[src/logic/sbo_pkg.sv]
`default_nettype none

package sbo_pkg;

  // ***************************************************
  // Instruction field layout
  // ***************************************************
  localparam int SUB_MSB    = 10;
  localparam int SUB_LSB    = 7;
  localparam int BIDX_MSB   = 6;
  localparam int BIDX_LSB   = 3;
  localparam int RSEL_MSB   = 2;
  localparam int RSEL_LSB   = 0;

  // ***************************************************
  // Status word
  // ***************************************************
  localparam logic [2:0]  PSW_SELECT      = 3'h0;
  localparam logic [3:0]  PSW_OFFSET      = 4'h1;
  localparam logic [15:0] PSW_RESET       = 16'h0000;
  localparam logic [15:0] PSW_WRITE_MASK  = 16'h00ff;
  localparam int          PTM_BIT         = 0;
  localparam int          ROUND_BIT       = 1;
  localparam int          ACCUM_BIT       = 2;
  localparam int          ERROR_BIT       = 3;
  localparam int          DYN_OVF_BIT     = 4;
  localparam int          STAT_OVF_BIT    = 5;
  localparam int          CARRY_BIT       = 6;
  localparam int          MSHIFT_BIT      = 7;
  localparam int          LEVEL_LSB       = 8;
  localparam int          LEVEL_MSB       = 11;
  localparam int          BIT14_FLAG_BIT  = 14;
  localparam int          BIT15_FLAG_BIT  = 15;

  // ***************************************************
  // Sub-instruction codes
  // ***************************************************
  typedef enum logic [3:0] {
    SBO_TEST_ZERO        = 4'h0,
    SBO_TEST_ONE         = 4'h1,
    SBO_TEST_COMPL       = 4'h2,
    SBO_TEST_ACCUM       = 4'h3,
    SBO_SET_ZERO         = 4'h4,
    SBO_SET_ONE          = 4'h5,
    SBO_SET_COMPL        = 4'h6,
    SBO_SET_ACCUM        = 4'h7,
    SBO_STORE_CLEAR      = 4'h8,
    SBO_STORE_INV_SET    = 4'h9,
    SBO_LOAD_ACCUM       = 4'ha,
    SBO_LOAD_ACCUM_INV   = 4'hb,
    SBO_AND_INV_ACCUM    = 4'hc,
    SBO_OR_INV_ACCUM     = 4'hd,
    SBO_AND_ACCUM        = 4'he,
    SBO_OR_ACCUM         = 4'hf
  } sbo_sub_t;

endpackage

`default_nettype wire

[src/logic/sbo_unit.sv]
`timescale 1ns/1ps
`default_nettype none

module sbo_unit (
  // Clock and reset
  input  wire logic        i_clk_sys,
  input  wire logic        i_nrst,
  // Instruction issue
  input  wire logic        i_exec,
  input  wire logic [15:0] i_instr,
  // General register file read
  output logic [2:0]       o_reg_rd_sel,
  input  wire logic [15:0] i_reg_rd_data,
  // General register file write
  output logic             o_reg_wr_en,
  output logic [2:0]       o_reg_wr_sel,
  output logic [15:0]      o_reg_wr_data,
  // Status word upper fields from the core
  input  wire logic [3:0]  i_current_program_level,
  input  wire logic        i_status_bit14_flag,
  input  wire logic        i_status_bit15_flag,
  // Status word lower byte update from the core
  input  wire logic        i_psw_wr_en,
  input  wire logic [7:0]  i_psw_wr_data,
  // Results
  output logic [15:0]      o_processor_status_word,
  output logic             o_done,
  output logic             o_skip
);

  // ***************************************************
  // Instruction decode
  // ***************************************************
  sbo_pkg::sbo_sub_t sub;
  logic [3:0]        bit_index;
  logic [2:0]        target_register_select;
  logic              use_psw;
  logic [15:0]       operand;
  logic              sel_bit;
  logic [7:0]        psw_low;
  logic              accum;

  assign sub                    = sbo_pkg::sbo_sub_t'(i_instr[sbo_pkg::SUB_MSB:sbo_pkg::SUB_LSB]);
  assign bit_index              = i_instr[sbo_pkg::BIDX_MSB:sbo_pkg::BIDX_LSB];
  assign target_register_select = i_instr[sbo_pkg::RSEL_MSB:sbo_pkg::RSEL_LSB];
  assign use_psw                = (target_register_select == sbo_pkg::PSW_SELECT);
  assign accum                  = psw_low[sbo_pkg::ACCUM_BIT];

  assign o_reg_rd_sel = target_register_select;

  // ***************************************************
  // Status word assembly
  // ***************************************************
  function automatic logic [15:0] make_psw(input logic [7:0] low,
                                           input logic [3:0] lvl,
                                           input logic       f14,
                                           input logic       f15);
    logic [15:0] w;
    w                                            = 16'h0000;
    w[7:0]                                       = low;
    w[sbo_pkg::LEVEL_MSB:sbo_pkg::LEVEL_LSB]     = lvl;
    w[sbo_pkg::BIT14_FLAG_BIT]                   = f14;
    w[sbo_pkg::BIT15_FLAG_BIT]                   = f15;
    return w;
  endfunction

  logic [15:0] psw_view;
  assign psw_view = make_psw(psw_low, i_current_program_level,
                             i_status_bit14_flag, i_status_bit15_flag);

  assign operand = use_psw ? psw_view : i_reg_rd_data;
  assign sel_bit = operand[bit_index];

  // ***************************************************
  // Operation
  // ***************************************************
  logic        next_bit;
  logic        next_accum;
  logic        bit_wr;
  logic        skip_cond;
  logic [15:0] next_word;
  logic [7:0]  next_psw_low;

  // Skip condition of the four bit tests
  function automatic logic test_skip(input sbo_pkg::sbo_sub_t s,
                                     input logic              b,
                                     input logic              k);
    logic skip;
    skip = 1'b0;
    case (s)
      sbo_pkg::SBO_TEST_ZERO: begin
        skip = ~b;
      end
      sbo_pkg::SBO_TEST_ONE: begin
        skip = b;
      end
      sbo_pkg::SBO_TEST_COMPL: begin
        skip = (~b == k);
      end
      sbo_pkg::SBO_TEST_ACCUM: begin
        skip = (b == k);
      end
      default: begin
        skip = 1'b0;
      end
    endcase
    return skip;
  endfunction

  // Set and store variants rewrite the chosen bit
  function automatic logic writes_bit(input sbo_pkg::sbo_sub_t s);
    logic wr;
    wr = 1'b0;
    case (s)
      sbo_pkg::SBO_SET_ZERO,
      sbo_pkg::SBO_SET_ONE,
      sbo_pkg::SBO_SET_COMPL,
      sbo_pkg::SBO_SET_ACCUM,
      sbo_pkg::SBO_STORE_CLEAR,
      sbo_pkg::SBO_STORE_INV_SET: begin
        wr = 1'b1;
      end
      default: begin
        wr = 1'b0;
      end
    endcase
    return wr;
  endfunction

  // Value written into the chosen bit
  function automatic logic bit_value(input sbo_pkg::sbo_sub_t s,
                                     input logic              b,
                                     input logic              k);
    logic v;
    v = b;
    case (s)
      sbo_pkg::SBO_SET_ZERO: begin
        v = 1'b0;
      end
      sbo_pkg::SBO_SET_ONE: begin
        v = 1'b1;
      end
      sbo_pkg::SBO_SET_COMPL: begin
        v = ~b;
      end
      sbo_pkg::SBO_SET_ACCUM: begin
        v = k;
      end
      sbo_pkg::SBO_STORE_CLEAR: begin
        v = k;
      end
      sbo_pkg::SBO_STORE_INV_SET: begin
        v = ~k;
      end
      default: begin
        v = b;
      end
    endcase
    return v;
  endfunction

  // New value of the one-bit accumulator
  function automatic logic accum_value(input sbo_pkg::sbo_sub_t s,
                                       input logic              b,
                                       input logic              k);
    logic a;
    a = k;
    case (s)
      sbo_pkg::SBO_STORE_CLEAR: begin
        a = 1'b0;
      end
      sbo_pkg::SBO_STORE_INV_SET: begin
        a = 1'b1;
      end
      sbo_pkg::SBO_LOAD_ACCUM: begin
        a = b;
      end
      sbo_pkg::SBO_LOAD_ACCUM_INV: begin
        a = ~b;
      end
      sbo_pkg::SBO_AND_INV_ACCUM: begin
        a = ~b & k;
      end
      sbo_pkg::SBO_OR_INV_ACCUM: begin
        a = ~b | k;
      end
      sbo_pkg::SBO_AND_ACCUM: begin
        a = b & k;
      end
      sbo_pkg::SBO_OR_ACCUM: begin
        a = b | k;
      end
      default: begin
        a = k;
      end
    endcase
    return a;
  endfunction

  // Word with one bit replaced, the rest kept
  function automatic logic [15:0] put_bit(input logic [15:0] word,
                                          input logic [3:0]  idx,
                                          input logic        val);
    logic [15:0] w;
    w      = word;
    w[idx] = val;
    return w;
  endfunction

  assign skip_cond  = test_skip(sub, sel_bit, accum);
  assign bit_wr     = writes_bit(sub);
  assign next_bit   = bit_value(sub, sel_bit, accum);
  assign next_accum = accum_value(sub, sel_bit, accum);
  assign next_word  = put_bit(operand, bit_index, next_bit);

  // ***************************************************
  // Status word low byte and accumulator
  // ***************************************************
  always_comb begin
    next_psw_low = psw_low;
    if (i_exec) begin
      if (bit_wr && use_psw) begin
        // Only the low byte is writable
        next_psw_low = next_word[7:0] & sbo_pkg::PSW_WRITE_MASK[7:0];
        // A bit write on the accumulator position wins
        if (bit_index != 4'(sbo_pkg::ACCUM_BIT)) begin
          next_psw_low[sbo_pkg::ACCUM_BIT] = next_accum;
        end
      end else begin
        next_psw_low[sbo_pkg::ACCUM_BIT] = next_accum;
      end
    end else if (i_psw_wr_en) begin
      // Core update only when no bit operation runs
      next_psw_low = i_psw_wr_data;
    end
  end

  always_ff @(posedge i_clk_sys or negedge i_nrst) begin
    if (!i_nrst) begin
      psw_low <= sbo_pkg::PSW_RESET[7:0];
    end else begin
      psw_low <= next_psw_low;
    end
  end

  // ***************************************************
  // Register write-back and results
  // ***************************************************
  // Strobe only for a set or store on a general register
  always_ff @(posedge i_clk_sys or negedge i_nrst) begin
    if (!i_nrst) begin
      o_reg_wr_en <= 1'b0;
    end else begin
      o_reg_wr_en <= i_exec && bit_wr && !use_psw;
    end
  end

  always_ff @(posedge i_clk_sys or negedge i_nrst) begin
    if (!i_nrst) begin
      o_reg_wr_sel <= 3'h0;
    end else begin
      o_reg_wr_sel <= target_register_select;
    end
  end

  always_ff @(posedge i_clk_sys or negedge i_nrst) begin
    if (!i_nrst) begin
      o_reg_wr_data <= 16'h0000;
    end else begin
      o_reg_wr_data <= next_word;
    end
  end

  always_ff @(posedge i_clk_sys or negedge i_nrst) begin
    if (!i_nrst) begin
      o_done <= 1'b0;
    end else begin
      o_done <= i_exec;
    end
  end

  // Skip pulses only for a test whose condition holds
  always_ff @(posedge i_clk_sys or negedge i_nrst) begin
    if (!i_nrst) begin
      o_skip <= 1'b0;
    end else begin
      o_skip <= i_exec && skip_cond;
    end
  end

  assign o_processor_status_word = psw_view;

endmodule

`default_nettype wire

[config.mk]
export PLATFORM = sky130hd
export DESIGN_NAME = sbo_unit
export DESIGN_NICKNAME = d
export VERILOG_FILES = /design/src/logic/sbo_pkg.sv /design/src/logic/sbo_unit.sv
export SDC_FILE = /design/constraint.sdc
export NUM_CORES = 1
export LEC_CHECK = 0
export BUFFER_PORTS_ARGS = -buffer_cell sky130_fd_sc_hd__buf_2
export CORE_MARGIN = 2
export CORE_UTILIZATION = 40
export DETAILED_ROUTE_END_ITERATION = 6
export PLACE_DENSITY = 0.69
export SYNTH_ARGS = -nofsm -noshare
export SYNTH_HDL_FRONTEND = slang
export SYNTH_SLANG_ARGS = --single-unit
[constraint.sdc]
create_clock -name i_clk_sys -period 2.4 [get_ports i_clk_sys]
set_input_delay 0.48 -clock i_clk_sys [delete_from_list [all_inputs] [get_ports i_clk_sys]]
set_output_delay 0.48 -clock i_clk_sys [all_outputs]
set_load 0.05 [all_outputs]
==> results_dict.tcl <==
set metrics [dict create \
    status "complete, no violations" \
    synth_compound_area_frac 0.216 \
    grt_use_met1 0.266 \
    grtUsageMet3 0.0370 \
    reg2reg_from "psw_low[7]$_DFFE_PN0P_" \
    synth_top_area_frac 0.365 \
    top_usage_layer "met2" \
    rrSetupSlack_ns 0.13 \
    pin_count 91 \
    diodes 0 \
    p_sw_frac 0.397 \
    ant_nets 0 \
    setup_viol 0 \
    vias 2215 \
    power_frac_comb 0.410 \
    min_period_over_period 0.990 \
    use_met2 0.354 \
    final_util 0.590 \
    peakVddDrop_uv 324 \
    period_needed_ns 2.38 \
    p_clk_frac 0.251 \
    clk_pin_slew_worst_paths_ns 0.07 \
    place_worst_setup_slack_ns -0.431 \
    synth_top_cell_by_area "dfrtp_1" \
    drc 0 \
    viasPerCell 5.43 \
    crit_family "compound AO/OA/AOI/OAI gates" \
    wirelength_um 6240 \
    critPathLaunchType "input pin" \
    synthSimpleGateAreaFrac 0.210 \
    max-slew-margin-rel 0.539 \
    slowest_delay_ns 0.41 \
    drive_gt1_frac 0.453 \
    die_x_um 75.7 \
    postSynthCellCount 239 \
    hp-class "input pin to async pin" \
    numCtsBuffers 5 \
    max_cap_violations 0 \
    clk_latency_ns 0.28 \
    synth-xor-area-share 0.00853 \
    cts_tree "done" \
    firstDrtPassIters 4 \
    dp_hpwl_um 4410 \
    grt_pass1_vias 1966 \
    synthMuxAreaShare 0.110 \
    crit_cells 10 \
    cts_setup_buffers 0 \
    end_kind "register" \
    syn2layout_area_growth_pct 44.8 \
    max_freq_mhz 421 \
    critPathSlowestCell "or3_4" \
    max_slew.worst_pin.slew_ns 0.692 \
    drt_iter0_drc 102 \
    grt_setup_unrepaired "yes" \
    yosys-top-cells-area "dfrtp_1 37%, mux2i_1 8.3%, nand2_1 5.7%" \
    clockBufferDepth 2 \
    synth-main-ff-cell "dfrtp_1" \
    die_h_um 75.7 \
    wl_per_cell_um 15.3 \
    dp_cells 399 \
    critPathRequiredTime_ns 2.58 \
    start_util 0.407 \
    post_synth.cell_area_avg_um2 8.60 \
    synth_edf_count 0 \
    switchingPower_uw 677 \
    setup_tns_ns 0 \
    hold_viol 0 \
    grt_pass1_wl_um 9030 \
    p_leak_uw 0.00141 \
    fin_skew_ns 0.00506 \
    nNetsFinal 387 \
    ys_ff_latch 30 \
    powerDensity_nw_per_um2 573 \
    layoutNonFillerInstCount 408 \
    core_area_um2 5040 \
    cts.sinks 30 \
    gp_congestion 0.903 \
    slew_viol_final 0 \
    row_count 26 \
    p_int_uw 1030 \
    synthAdderAreaFrac 0 \
    ctsHoldBuffers 0 \
    crit_buf_inv 3 \
    antenna_found_initial 0 \
    synth.distinct_cells 46 \
    r2r-end "psw_low[1]$_DFFE_PN0P_" \
    worstSetupPathType "input pin to register" \
    crit_chain "buf_8 > or3_4 > buf_6 > a211oi_2 > nor3_2 > a211o_1 > a211o_1 > a41o_4 > buf_12 > o41ai_4" \
    grt_max_degree 31 \
    arrival_ns 2.55 \
    netlist_area_um2 2050 \
    port-buffer-count 83 \
    cts_max_level 2 \
    reg2reg_depth 8 \
    crit_path_frequent_cell "a211o_1" \
    track_usage 0.206 \
    overflow 0 \
    dieArea_um2 5730 \
    setup_ws_ns 0.0233 \
    whs_ns 0.242 \
    synth_top_family_by_area "compound AO/OA/AOI/OAI gates" \
    cts_root_buf "clkbuf_8" \
    ys_seq_area_frac 0.365 \
    yosys_warnings 0 \
    async_flop_share 1.00 \
    critPathMaxFanout 8 \
    seq_power_share 0.339 \
]
## flip-flops by register name, summed over array words and instances, names as in the netlist
signal and cells:
o_reg_wr_en 1, o_done 1, o_skip 1, o_reg_wr_sel 3
psw_low 8, o_reg_wr_data 16
## placed cells by master, fill, tap and decap left out, types with 3 or more instances in the layout
cell / count
a22oi_1: 7
o41ai_2: 4
clkbuf_8: 6
a31oi_1: 3
nand3_1: 4
a21oi_1: 6
o21ai_0: 13
a211o_1: 3
dfrtp_1: 30
nand2_1: 31
nand4_1: 3
nand2b_1: 5
nor3_1: 7
or3_1: 3
buf_6: 8
mux2i_1: 14
buf_4: 27
buf_2: 80
inv_1: 5
nor2_1: 29
## power groups by stage
stage               Clock [uW]  Combinational [uW]  Sequential [uW]
floorplan                    0                 257              758
global placement             0                 623              586
detailed placement           0                 628              585
CTS                        434                 643              576
global route               453                 744              583
finish                     428                 699              578
## layout make-up
type | count | area, um^2
inverters | 5 | 18.8
clock buffers | 7 | 86.3
repair buffers | 118 | 753
multi-input cells | 177 | 1270
flip-flops and latches | 30 | 751
clock inverters | 1 | 5.00
fillers | 449 | 2070
well taps | 70 | 87.6
## how the worst max path moves through the flow
stage | start | endpoint | slack [ns]
floorplan | i_instr[2] | psw_low[0]$_DFFE_PN0P_ | -0.1
global placement | i_instr[2] | psw_low[5]$_DFFE_PN0P_ | -0.31
detailed placement | i_instr[2] | psw_low[1]$_DFFE_PN0P_ | -0.43
CTS | i_instr[2] | psw_low[0]$_DFFE_PN0P_ | -0.009
global route | i_instr[3] | psw_low[7]$_DFFE_PN0P_ | -0.04
finish | i_instr[2] | psw_low[1]$_DFFE_PN0P_ | 0.02
## cells by family after synthesis
group,Yosys count
simple gates,94
compound gates,59
buf+inv,33
flops,30
mux,20
xor+xnor,2
other cells,1
## cells in the mapped netlist, drive strengths merged (5+ instances only)
master and count:
nand2 31, dfrtp 30, nor2 29, buf 22, mux2i 17, o21ai 14, nor3 9, a21oi 7
a22oi 7, clkbuf 6, o41ai 6, inv 5, nand2b 5
## stage by stage
stage / power [uW] / instance area (um^2)
finish: 1710 / 2980
global route: 1780 / 2980
CTS: 1650 / 2800
detailed placement: 1210 / 2670
global placement: 1210 / 2670
floorplan: 1020 / 2060
## per-layer routing
metal	routed length (um)	vias up
li1	-	1051
met1	2550	1076
met2	3230	84
met3	419	4
met4	40	0
met5	0	-
## repair_timing
action	4_1_cts	5_1_grt
setup endpoints to repair	11	25
endpoints found under the hold margin	0	0
resized for setup	6	31
gates cloned	0	1
pin swaps	3	3
Power figures use the tool's default switching activity.
